`config.mk`:
```
export PLATFORM = sky130hd
export DESIGN_NAME = pd_watchdog
export DESIGN_NICKNAME = d
export VERILOG_FILES = /design/src/rtl/pdw_pkg.sv /design/src/rtl/pd_watchdog.sv /design/src/rtl/ms_tick.sv /design/src/rtl/sync2.sv
export SDC_FILE = /design/constraint.sdc
export NUM_CORES = 1
export LEC_CHECK = 0
export BUFFER_PORTS_ARGS = -buffer_cell sky130_fd_sc_hd__buf_2
export CAP_MARGIN = 20
export CORE_MARGIN = 4
export CORE_UTILIZATION = 35
export DETAILED_ROUTE_END_ITERATION = 10
export PLACE_DENSITY = 0.52
export SYNTH_ARGS = -nofsm -noshare
export SYNTH_HDL_FRONTEND = slang
export SYNTH_SLANG_ARGS = --single-unit
```
`constraint.sdc`:
```
create_clock -name I_CLK_SYS -period 4.65 [get_ports I_CLK_SYS]
set_input_delay 0.2325 -clock I_CLK_SYS [delete_from_list [all_inputs] [get_ports I_CLK_SYS]]
set_output_delay 0.2325 -clock I_CLK_SYS [all_outputs]
set_load 0.005 [all_outputs]
```
`src/rtl/pdw_pkg.sv`:
```
package pdw_pkg;

  // ----------------------------------------------------------------
  // register indices (word addresses on the register port)
  // ----------------------------------------------------------------
  localparam logic [13:0] ADDR_MODBUS_TIMEOUT = 14'd1280;
  localparam logic [13:0] ADDR_WD_TIMEOUT     = 14'd2000;
  localparam logic [13:0] ADDR_FAULT_MODE     = 14'd2002;
  localparam logic [13:0] ADDR_FAIL_REASON    = 14'd2004;
  localparam logic [13:0] ADDR_COMMAND        = 14'd2006;
  localparam logic [13:0] ADDR_STATUS         = 14'd7996;
  localparam logic [13:0] ADDR_CONFIG         = 14'd7990;
  localparam logic [13:0] ADDR_INPUT_DATA     = 14'd8000;
  localparam logic [13:0] ADDR_OUTPUT_DATA    = 14'd9000;

  // ----------------------------------------------------------------
  // field positions, codes and reset values
  // ----------------------------------------------------------------
  localparam int          STATUS_FAIL_BIT   = 1;
  localparam int          STATUS_CMDERR_BIT = 2;
  localparam int          CONFIG_MANUAL_BIT = 0;
  localparam logic [15:0] WD_TIMEOUT_RESET  = 16'h0000;
  localparam logic [15:0] MODE_ALL_LOW      = 16'h0000;
  localparam logic [15:0] MODE_ALL_HIGH     = 16'h0001;
  localparam logic [15:0] MODE_HOLD_LAST    = 16'h0002;
  localparam logic [15:0] MODE_RESET        = 16'h0000;
  localparam logic [15:0] REASON_NONE       = 16'h0000;
  localparam logic [15:0] REASON_WATCHDOG   = 16'h000c;
  localparam logic [15:0] REASON_MODBUS     = 16'h000d;
  localparam logic [15:0] REASON_USER       = 16'h0009;
  localparam logic [15:0] CMD_SET_FAIL      = 16'h0010;
  localparam logic [15:0] CMD_ACK_FAIL      = 16'h0020;

  // ----------------------------------------------------------------
  // timing
  // ----------------------------------------------------------------
  localparam int CLK_HZ        = 10_000_000;
  localparam int TICK_MS       = 1;
  localparam int TICK_CYCLES   = CLK_HZ / 1000 * TICK_MS;
  localparam int FLASH_MS      = 500;
  localparam int FLASH_TICKS   = FLASH_MS / TICK_MS;

  // ----------------------------------------------------------------
  // indicator encodings
  // ----------------------------------------------------------------
  typedef enum logic [1:0] {LED_OFF, LED_GREEN, LED_YELLOW, LED_RED} color_t;

endpackage

```
`src/rtl/pd_watchdog.sv`:
```
// Local design decisions: the address map and the plain strobed port.
`timescale 1ns/1ps
`default_nettype none
// Overview of operation
// - after reset the watchdog is off, timeout reads zero ms
// - timeout zero disables the watchdog; no expiry can occur
// - first output write starts timing; each later write restarts it
// - reads never retrigger the watchdog
// - expiry forces substitute outputs, sets status bit 1, net red
// - watchdog or connection timeout blocks output path to substitutes
// - output writes keep being stored during fail
// - clearing fail puts the latest stored data on outputs
// - once enabled the watchdog cannot be stopped
// - after a watchdog fail outputs return only after acknowledge
// - acknowledge restarts the watchdog count
// - auto mode: next output write clears fail, net goes green
// - manual mode: only the acknowledge command clears fail
// - net indicator shows connection, address and fail states
// - ready indicator: operational, update, invalid switch, not ready
// - per port link and activity indicators
// - per channel indicator: yellow when set, red on output fault
// - fault mode 0 all low, 1 all high, 2 hold last
// - fail reason 000c for watchdog, 000d for connection timeout
// - command word: one bit only; 0010 forces fail, 0020 acks
module pd_watchdog
(
  // clock and reset
  input  wire logic        I_CLK_SYS,
  input  wire logic        I_RST_N,
  // register port
  input  wire logic [13:0] I_ADDR,
  input  wire logic [15:0] I_WDATA,
  input  wire logic        I_WR,
  input  wire logic        I_RD,
  output var  logic [15:0] O_RDATA,
  // device state from pins
  input  wire logic [15:0] I_IO_IN,
  input  wire logic [15:0] I_IO_FAULT,
  input  wire logic [15:0] I_IO_IS_OUT,
  input  wire logic [1:0]  I_LINK_UP,
  input  wire logic [1:0]  I_PORT_ACTIVE,
  input  wire logic        I_CONN_TIMEOUT,
  input  wire logic        I_CONN_POSSIBLE,
  input  wire logic        I_CONN_OPEN,
  input  wire logic        I_ADDR_REQUEST,
  input  wire logic        I_ADDR_INVALID,
  input  wire logic        I_ADDR_CONFLICT,
  input  wire logic        I_READY,
  input  wire logic        I_FW_UPDATE,
  input  wire logic        I_SWITCH_INVALID,
  // outputs and indicators
  output var  logic [15:0] O_IO_OUT,
  output var  logic [1:0]  O_LINK_INDICATOR,
  output var  logic [1:0]  O_ACTIVITY_INDICATOR,
  output var  logic [1:0]  O_READY_COLOR,
  output var  logic [1:0]  O_NET_COLOR,
  output var  logic [15:0] O_CH_YELLOW,
  output var  logic [15:0] O_CH_RED,
  output var  logic        O_FAIL
);

  // ----------------------------------------------------------------
  // input synchronisers
  // ----------------------------------------------------------------
  localparam int NS = 16 + 16 + 16 + 2 + 2 + 10;

  logic [NS-1:0] pins_q;
  logic [15:0]   io_in;
  logic [15:0]   io_fault;
  logic [15:0]   io_is_out;
  logic [1:0]    link_up;
  logic [1:0]    port_active;
  logic          conn_timeout;
  logic          conn_possible;
  logic          conn_open;
  logic          addr_request;
  logic          addr_invalid;
  logic          addr_conflict;
  logic          dev_ready;
  logic          fw_update;
  logic          switch_invalid;
  logic          tick;
  logic          flash;

  sync2 #(.W(NS)) u_sync
  (
    .i_clk   (I_CLK_SYS),
    .i_rst_n (I_RST_N),
    .i_d     ({I_IO_IN, I_IO_FAULT, I_IO_IS_OUT, I_LINK_UP, I_PORT_ACTIVE,
               I_CONN_TIMEOUT, I_CONN_POSSIBLE, I_CONN_OPEN, I_ADDR_REQUEST,
               I_ADDR_INVALID, I_ADDR_CONFLICT, I_READY, I_FW_UPDATE,
               I_SWITCH_INVALID, 1'b0}),
    .o_q     (pins_q)
  );

  assign {io_in, io_fault, io_is_out, link_up, port_active, conn_timeout,
          conn_possible, conn_open, addr_request, addr_invalid,
          addr_conflict, dev_ready, fw_update, switch_invalid} =
         pins_q[NS-1:1];

  ms_tick u_tick
  (
    .i_clk   (I_CLK_SYS),
    .i_rst_n (I_RST_N),
    .o_tick  (tick),
    .o_flash (flash)
  );

  // ----------------------------------------------------------------
  // register decode
  // ----------------------------------------------------------------
  logic [15:0] wd_timeout;
  logic [15:0] fault_mode;
  logic [15:0] fail_reason;
  logic [15:0] out_data;
  logic [15:0] held_out;
  logic        manual_ack;
  logic        cmd_error;
  logic        fail;
  logic        wd_armed;
  logic [15:0] wd_count;
  logic        wr_out;
  logic        wr_cmd;
  logic        cmd_onehot;
  logic        cmd_set;
  logic        cmd_ack;
  logic        wd_expire;
  logic        conn_edge;
  logic        conn_prev;
  logic        clear_fail;

  assign wr_out     = I_WR && (I_ADDR == pdw_pkg::ADDR_OUTPUT_DATA);
  assign wr_cmd     = I_WR && (I_ADDR == pdw_pkg::ADDR_COMMAND);
  assign cmd_onehot = (I_WDATA != 16'h0) && ((I_WDATA & (I_WDATA - 16'h1))
                      == 16'h0);
  assign cmd_set    = wr_cmd && (I_WDATA == pdw_pkg::CMD_SET_FAIL);
  assign cmd_ack    = wr_cmd && (I_WDATA == pdw_pkg::CMD_ACK_FAIL);
  assign conn_edge  = conn_timeout && !conn_prev;
  // manual mode needs the command; auto mode any output write
  assign clear_fail = fail && (manual_ack ? cmd_ack
                                          : (wr_out || cmd_ack));
  // timeout zero never expires
  assign wd_expire  = wd_armed && (wd_timeout != 16'h0) && tick
                      && (wd_count + 16'h1 >= wd_timeout);

  // ----------------------------------------------------------------
  // configuration registers
  // ----------------------------------------------------------------
  always_ff @(posedge I_CLK_SYS)
  begin
    if (!I_RST_N)
    begin
      wd_timeout <= pdw_pkg::WD_TIMEOUT_RESET;
      fault_mode <= pdw_pkg::MODE_RESET;
      manual_ack <= 1'b0;
    end
    else if (I_WR)
    begin
      // once running, zero is refused so the watchdog cannot be stopped
      if (I_ADDR == pdw_pkg::ADDR_WD_TIMEOUT &&
          !(wd_timeout != 16'h0 && I_WDATA == 16'h0))
        wd_timeout <= I_WDATA;
      if (I_ADDR == pdw_pkg::ADDR_FAULT_MODE &&
          I_WDATA <= pdw_pkg::MODE_HOLD_LAST)
        fault_mode <= I_WDATA;
      if (I_ADDR == pdw_pkg::ADDR_CONFIG)
        manual_ack <= I_WDATA[pdw_pkg::CONFIG_MANUAL_BIT];
    end
  end

  // output data is stored always, even in fail
  always_ff @(posedge I_CLK_SYS)
  begin
    if (!I_RST_N)
      out_data <= 16'h0;
    else if (wr_out)
      out_data <= I_WDATA;
  end

  // ----------------------------------------------------------------
  // watchdog counter
  // ----------------------------------------------------------------
  always_ff @(posedge I_CLK_SYS)
  begin
    if (!I_RST_N)
    begin
      wd_armed <= 1'b0;
      wd_count <= 16'h0;
    end
    else if (wr_out || clear_fail)
    begin
      // only writes and acks retrigger; reads are not looked at
      wd_armed <= 1'b1;
      wd_count <= 16'h0;
    end
    else if (wd_expire)
    begin
      wd_armed <= 1'b0;
      wd_count <= 16'h0;
    end
    else if (wd_armed && tick && !fail)
      wd_count <= wd_count + 16'h1;
  end

  // ----------------------------------------------------------------
  // fail state; a new cause in the clear cycle wins
  // ----------------------------------------------------------------
  always_ff @(posedge I_CLK_SYS)
  begin
    if (!I_RST_N)
    begin
      fail        <= 1'b0;
      fail_reason <= pdw_pkg::REASON_NONE;
      held_out    <= 16'h0;
      conn_prev   <= 1'b0;
      cmd_error   <= 1'b0;
    end
    else
    begin
      conn_prev <= conn_timeout;
      if (wr_cmd)
        cmd_error <= !cmd_onehot;
      if (wd_expire || conn_edge || cmd_set)
      begin
        if (!fail)
          held_out <= O_IO_OUT;
        fail <= 1'b1;
        fail_reason <= wd_expire ? pdw_pkg::REASON_WATCHDOG
                     : conn_edge ? pdw_pkg::REASON_MODBUS
                     : pdw_pkg::REASON_USER;
      end
      else if (clear_fail)
        fail <= 1'b0;
    end
  end

  // ----------------------------------------------------------------
  // physical outputs
  // ----------------------------------------------------------------
  always_ff @(posedge I_CLK_SYS)
  begin
    if (!I_RST_N)
      O_IO_OUT <= 16'h0;
    else if (fail)
      case (fault_mode)
        pdw_pkg::MODE_ALL_HIGH:  O_IO_OUT <= 16'hffff;
        pdw_pkg::MODE_HOLD_LAST: O_IO_OUT <= held_out;
        default:                 O_IO_OUT <= 16'h0;
      endcase
    else
      O_IO_OUT <= out_data;
  end

  always_ff @(posedge I_CLK_SYS)
  begin
    if (!I_RST_N)
      O_FAIL <= 1'b0;
    else
      O_FAIL <= fail;
  end

  // ----------------------------------------------------------------
  // read port
  // ----------------------------------------------------------------
  always_ff @(posedge I_CLK_SYS)
  begin
    if (!I_RST_N)
      O_RDATA <= 16'h0;
    else if (I_RD)
      case (I_ADDR)
        pdw_pkg::ADDR_WD_TIMEOUT:  O_RDATA <= wd_timeout;
        pdw_pkg::ADDR_FAULT_MODE:  O_RDATA <= fault_mode;
        pdw_pkg::ADDR_FAIL_REASON: O_RDATA <= fail_reason;
        pdw_pkg::ADDR_STATUS:
          O_RDATA <= 16'((fail << pdw_pkg::STATUS_FAIL_BIT)
                       | (cmd_error << pdw_pkg::STATUS_CMDERR_BIT));
        pdw_pkg::ADDR_CONFIG:
          O_RDATA <= 16'(manual_ack << pdw_pkg::CONFIG_MANUAL_BIT);
        pdw_pkg::ADDR_INPUT_DATA:  O_RDATA <= io_in;
        pdw_pkg::ADDR_OUTPUT_DATA: O_RDATA <= out_data;
        default:                   O_RDATA <= 16'h0;
      endcase
    else
      O_RDATA <= 16'h0;
  end

  // ----------------------------------------------------------------
  // indicators
  // ----------------------------------------------------------------
  always_ff @(posedge I_CLK_SYS)
  begin
    if (!I_RST_N)
    begin
      O_NET_COLOR   <= pdw_pkg::LED_OFF;
      O_READY_COLOR <= pdw_pkg::LED_OFF;
    end
    else
    begin
      // fail outranks all address and connection states
      if (!dev_ready)
        O_NET_COLOR <= pdw_pkg::LED_OFF;
      else if (fail)
        O_NET_COLOR <= pdw_pkg::LED_RED;
      else if (addr_conflict)
        O_NET_COLOR <= flash ? pdw_pkg::LED_RED : pdw_pkg::LED_OFF;
      else if (addr_invalid)
        O_NET_COLOR <= pdw_pkg::LED_YELLOW;
      else if (addr_request)
        O_NET_COLOR <= flash ? pdw_pkg::LED_YELLOW : pdw_pkg::LED_OFF;
      else if (conn_open)
        O_NET_COLOR <= pdw_pkg::LED_GREEN;
      else if (conn_possible)
        O_NET_COLOR <= flash ? pdw_pkg::LED_GREEN : pdw_pkg::LED_OFF;
      else
        O_NET_COLOR <= pdw_pkg::LED_OFF;
      if (switch_invalid)
        O_READY_COLOR <= pdw_pkg::LED_RED;
      else if (!dev_ready)
        O_READY_COLOR <= pdw_pkg::LED_OFF;
      else if (fw_update)
        O_READY_COLOR <= flash ? pdw_pkg::LED_GREEN : pdw_pkg::LED_OFF;
      else
        O_READY_COLOR <= pdw_pkg::LED_GREEN;
    end
  end

  always_ff @(posedge I_CLK_SYS)
  begin
    if (!I_RST_N)
    begin
      O_LINK_INDICATOR     <= 2'h0;
      O_ACTIVITY_INDICATOR <= 2'h0;
    end
    else
    begin
      O_LINK_INDICATOR     <= link_up;
      O_ACTIVITY_INDICATOR <= port_active;
    end
  end

  genvar ch;
  generate
    for (ch = 0; ch < 16; ch++)
    begin : g_ch
      always_ff @(posedge I_CLK_SYS)
      begin
        if (!I_RST_N)
        begin
          O_CH_YELLOW[ch] <= 1'b0;
          O_CH_RED[ch]    <= 1'b0;
        end
        else
        begin
          O_CH_RED[ch]    <= io_is_out[ch] && io_fault[ch];
          O_CH_YELLOW[ch] <= !(io_is_out[ch] && io_fault[ch]) &&
                             (io_is_out[ch] ? O_IO_OUT[ch] : io_in[ch]);
        end
      end
    end
  endgenerate

endmodule
`default_nettype wire

```
`src/rtl/ms_tick.sv`:
```
`timescale 1ns/1ps
`default_nettype none
module ms_tick
(
  // clock and reset
  input  wire logic i_clk,
  input  wire logic i_rst_n,
  // tick out
  output var  logic o_tick,
  output var  logic o_flash
);

  localparam logic [13:0] TICK_LAST = 14'(pdw_pkg::TICK_CYCLES - 1);
  localparam logic [9:0]  FLASH_LAST = 10'(pdw_pkg::FLASH_TICKS - 1);

  logic [13:0] div;
  logic [9:0]  fdiv;

  always_ff @(posedge i_clk)
  begin
    if (!i_rst_n)
    begin
      div    <= 14'h0;
      o_tick <= 1'b0;
    end
    else
    begin
      o_tick <= (div == TICK_LAST);
      div    <= (div == TICK_LAST) ? 14'h0 : div + 14'h1;
    end
  end

  // flash phase toggles every half period
  always_ff @(posedge i_clk)
  begin
    if (!i_rst_n)
    begin
      fdiv    <= 10'h0;
      o_flash <= 1'b0;
    end
    else if (o_tick)
    begin
      fdiv <= (fdiv == FLASH_LAST) ? 10'h0 : fdiv + 10'h1;
      if (fdiv == FLASH_LAST)
        o_flash <= ~o_flash;
    end
  end

endmodule
`default_nettype wire

```
`src/rtl/sync2.sv`:
```
`timescale 1ns/1ps
`default_nettype none
module sync2 #(
  parameter int W = 1
)
(
  // clock and reset
  input  wire logic         i_clk,
  input  wire logic         i_rst_n,
  // data
  input  wire logic [W-1:0] i_d,
  output var  logic [W-1:0] o_q
);

  logic [W-1:0] meta;

  // first stage is read only by the second
  always_ff @(posedge i_clk)
  begin
    if (!i_rst_n)
    begin
      meta <= '0;
      o_q  <= '0;
    end
    else
    begin
      meta <= i_d;
      o_q  <= meta;
    end
  end

endmodule
`default_nettype wire

```
==> run summary <==
Total number of nets in the final design: 1,500. The ratio of cells with drive above 1 in the final layout came out at 17.97%. The category of the critical setup timing path was register to register.

The accumulated negative setup slack was 0 ns; the area growth from synthesis to final layout was 26.30%. The worst hold path terminates at out_data[14]. The detailed-router iteration count before antenna repair was 5; the setup slack of the worst register-to-register path was 0.77 ns.

Entering global routing, the biggest net connects 84 pins. Setup violations remaining at the end of the flow were counted as 0. The number of nets handed over by synthesis was 1,282. Combinational logic burns 4.2% of the power. The maximum fanout along the worst path came out at 16. Counting cells, the worst reg-to-reg path comes to 13. The row count was 65. The transition time at the pin with the least slew margin works out to 0.9981 ns.

Count of yosys warnings during synthesis: 0. The library cell contributing the largest single delay on the critical path was sky130_fd_sc_hd__o22a_1. The tools report the arrival time of the worst setup path as 4.31 ns. In the final layout, the multi-input gates occupy 4808 µm².

The tools report the global router's overall resource usage as 16.57%. The total number of vias came out at 8,671. The antenna cell count is 0. The congestion estimate from routability-driven global placement came to 0.8308. Dividing total power by cell area gives a power density of 402.3 nW/µm². After synthesis the netlist holds a flip-flop and latch count of 309. The number of hold violations in the final report is 0, and the switching share of power is 20.87%. The standby leakage power was 0.005835 µW. The run finished with clean final reports. The first global-routing pass estimated 47,330 µm of wire. Total net switching power: 1201 µW. In the detailed route, the total length drawn on met3 is 1242 µm. The logs give 1,810 for the post-layout instance count excluding filler cells and 309 for the clock net sink count. From left edge to right edge, the die measures 187.9 µm. The tree is rooted in a sky130_fd_sc_hd__clkbuf_16.

The mean routed wirelength per cell is 16.38 µm. The total clock buffers created by CTS is 35, and the internal power is 4552 µW. The tools report the number of global-route vias before repair as 8,795. The run gives 13,170 µm as the detailed-routing wirelength on met1.

The post-synthesis cell type count was 61; the wire length after detailed routing was 29,640 µm. The worst IR drop on VDD is 255.8 µV, and the clock-pin slew of the registers on the worst-case setup and hold paths is 0.06 ns. The largest single stage delay on the critical path is 0.85 ns. The post-placement cell count was 1,689; the clock tree buffer depth was 3.

Synthesis produced 1,168 cells. For the max-cap check violation count, the log shows 0. The insertion delay to the later sink of the worst-skew pair is 0.51 ns. The top routing layer in use is met4.

TritonCTS built the clock tree. Most instantiated flip-flop cell in the synthesis netlist: sky130_fd_sc_hd__dfxtp_1. The vertical extent of the die was 187.9 µm. The run gives 437 as the initial detailed-routing violation count. The tools report the hold path startpoint as I_WDATA[14]. In this run the critical register-to-register path is launched from wd_count[0]. The number of port buffers works out to 167. In this run the worst hold path is classified as input pin to register. The tools report the fill cell instance count of the final layout as 3,064.

The number of flops mapped to enable cells by yosys was 0; the maximum clock skew at final layout was 0.02067 ns. The share of total power in sequential cells was 47.6%; the async set or reset register ratio after synthesis was 0%. STA classifies the critical path startpoint as a register. For this run, design rule violations remaining after detail routing come to 0. The floorplan step defined a die boundary enclosing 35,290 µm². After detailed routing, the number of vias per cell comes to 4.791. Registers take 6186 µm². The signal on the critical path passes through ha_1 > nand3_1 > nor2_1 > nand3_1 > nor2_1 > xor2_1 > ha_1 > and4_1 > a21oi_1 > o221ai_1 > o31ai_1 > o22a_1 > mux2i_1. The floorplan core area was 31,720 µm². The remaining global-route overflow was 0; the clock period minus worst slack was 3.881 ns. Count of pins over their slew limit: 0. The endpoint class of the critical path is a register.

The run gives 0 as the quantity of gates resized following cts. The run gives 5.08 ns as the data required time of the worst path. The logs give 257.7 MHz for the maximum frequency from static timing analysis and 33.46% for the max-slew headroom at the worst pin.

In this run the cell area of the synthesized design comes to 11,320 µm². I/O pin count: 168. The number of cells traversed by the worst hold path was 3; the met2 routed wirelength was 14,360 µm. The run gives 0 as the number of antenna violations at the first check in global routing.

Setup repair after global routing left no endpoint under its margin. In the finished design, the share of the clock period the worst path needs comes to 83.46%. The sequential element share of the synthesized area came out at 54.64%.

The worst path buffer plus inverter count was 0. The level count of the clock H-tree was 2. In this run the critical register-to-register path is captured at held_out[8].

The HPWL after detailed placement was 20,870 µm; the remaining antenna violation count after routing was 0. The average cell area after synthesis was 9.694 µm²; the clock network fraction of total power was 48.2%. Once the floorplan was initialized, standard cells occupied 35.70% of the core.

Grouping stages by cell kind, the critical path spends the most delay in compound AO/OA/AOI/OAI gates.
-- cells in the final DEF, fill, tap and decap left out, types with 3 or more instances in the layout --
master                          count
sky130_fd_sc_hd__dfxtp_1          309
sky130_fd_sc_hd__buf_2            166
sky130_fd_sc_hd__and2_1           144
sky130_fd_sc_hd__nand2_1          115
sky130_fd_sc_hd__nor2_1            95
sky130_fd_sc_hd__a21oi_1           73
sky130_fd_sc_hd__dlygate4sd3_1     61
sky130_fd_sc_hd__clkbuf_16         37
sky130_fd_sc_hd__mux2i_1           36
sky130_fd_sc_hd__a22oi_1           30
sky130_fd_sc_hd__xnor2_1           29
sky130_fd_sc_hd__and3_1            27
sky130_fd_sc_hd__inv_1             24
sky130_fd_sc_hd__o21ai_0           24
sky130_fd_sc_hd__nand3_1           21
sky130_fd_sc_hd__xor2_1            20
sky130_fd_sc_hd__nand2b_1          19
sky130_fd_sc_hd__ha_1              19
sky130_fd_sc_hd__nand3b_1          17
sky130_fd_sc_hd__nand4_1           14
sky130_fd_sc_hd__nor3_1            10
sky130_fd_sc_hd__clkbuf_8          10
sky130_fd_sc_hd__a21oi_2            9
sky130_fd_sc_hd__nor4_1             9
sky130_fd_sc_hd__nor2b_1            8
sky130_fd_sc_hd__buf_4              8
sky130_fd_sc_hd__clkinv_2           6
sky130_fd_sc_hd__and4_1             4
sky130_fd_sc_hd__a21o_1             4
sky130_fd_sc_hd__a31oi_1            4
sky130_fd_sc_hd__or3_4              3
sky130_fd_sc_hd__or3_1              3
sky130_fd_sc_hd__a32oi_1            3
sky130_fd_sc_hd__clkbuf_1           3
-- cell families (layout without fill, tap and decap cells) --
family          after synthesis  count (layout)  synth area share [%]
simple gates                505             505                 23.87
flops                       309             309                 54.64
compound gates              168             168                 9.394
buf+inv                      81             321                 2.939
xor+xnor                     49              49                 3.790
mux                          36              36                 3.183
fa+ha+maj                    20              20                 2.188
-- repair_timing --
| item | in CTS | in global routing |
|---|---|---|
| setup buffers | 0 | 0 |
| setup endpoints to repair | 0 | 0 |
| hold endpoints to repair | 61 | 0 |
| hold buffers | 61 | 0 |
-- sequential cells by signal, summed over array words and instances (netlist names), 3 cells and up --
register and flops:
O_RDATA 16, u_sync.meta 61, fail_reason 3, held_out 16
wd_count 16, wd_timeout 16, u_tick.fdiv 10, out_data 16
u_sync.o_q 61, O_CH_YELLOW 16, fault_mode 16, u_tick.div 14
O_IO_OUT 16, O_CH_RED 16
-- tightest hold or removal path: stages --
cell and delay (ns):
sky130_fd_sc_hd__buf_2 0.14, sky130_fd_sc_hd__nand2_1 0.08, sky130_fd_sc_hd__a21oi_2 0.05
-- stage by stage --
step | setup slack [ns] | total power [µW] | hold slack [ns] | area [µm²] | util [%]
4_1_cts | 0.7401 | 5833 | 0.02596 | 14290 | 45.05
2_1_floorplan | 1.415 | 2898 | 0.3598 | 11320 | -
6_report | 0.7690 | 5753 | 0.04605 | 14300 | 45.08
5_1_grt | 0.3326 | 5980 | 0.03519 | 14300 | 45.08
3_3_place_gp | 0.8411 | 3003 | 0.4141 | 12480 | 39.35
3_5_place_dp | 0.7663 | 3005 | 0.4169 | 12490 | 39.39
-- cell type report --
type	count	share of cell area, %
Sequential cell	309	43.26
Clock buffer	50	7.516
Clock inverter	9	0.7700
Tap cell	402	3.517
Inverter	25	0.6562
Multi-Input combinational cell	778	33.62
Timing Repair Buffer	237	10.66
-- worst max-delay path by stage --
stage | depth (start not counted) | slack (ns) | from | end
2_1_floorplan | 15 | 1.41 | wd_count[0] | held_out[10]
3_3_place_gp | 13 | 0.84 | wd_count[0] | wd_count[1]
3_5_place_dp | 13 | 0.77 | wd_count[0] | held_out[8]
4_1_cts | 13 | 0.74 | wd_count[0] | held_out[2]
5_1_grt | 13 | 0.33 | wd_count[0] | held_out[8]
6_report | 13 | 0.77 | wd_count[0] | held_out[8]
-- synth_stat cells, types with 14 or more instances --
master,n,area (µm²)
sky130_fd_sc_hd__nor2_1,95,356.6
sky130_fd_sc_hd__a22oi_1,30,225.2
sky130_fd_sc_hd__nand4_1,14,87.58
sky130_fd_sc_hd__and2_1,144,900.9
sky130_fd_sc_hd__dfxtp_1,309,6186
sky130_fd_sc_hd__and3_1,27,168.9
sky130_fd_sc_hd__nand2_1,115,431.7
sky130_fd_sc_hd__inv_1,24,90.09
sky130_fd_sc_hd__clkbuf_1,47,176.4
sky130_fd_sc_hd__nand2b_1,19,118.9
sky130_fd_sc_hd__ha_1,19,237.7
sky130_fd_sc_hd__nand3b_1,17,127.6
sky130_fd_sc_hd__a21oi_1,73,365.4
sky130_fd_sc_hd__o21ai_0,24,120.1
sky130_fd_sc_hd__mux2i_1,36,360.4
sky130_fd_sc_hd__xor2_1,20,175.2
sky130_fd_sc_hd__nand3_1,21,105.1
sky130_fd_sc_hd__xnor2_1,29,254.0
-- routing by layer --
metal  global-route usage [%]  vias to the layer above
li1                         -                     4384
met1                    20.29                     4040
met2                    29.22                      184
met3                    3.462                       63
met4                    5.280                        0
met5                        0                        -
-- power by group through the flow --
stage,Clock (µW),Sequential [µW],Combinational (µW)
final,2770,2740,242
after global routing,2970,2750,268
after CTS,2850,2740,245
after detailed placement,0,2800,206
after global placement,0,2800,205
after floorplan,0,2790,108
Note: power is estimated with default switching activity, not from simulation.
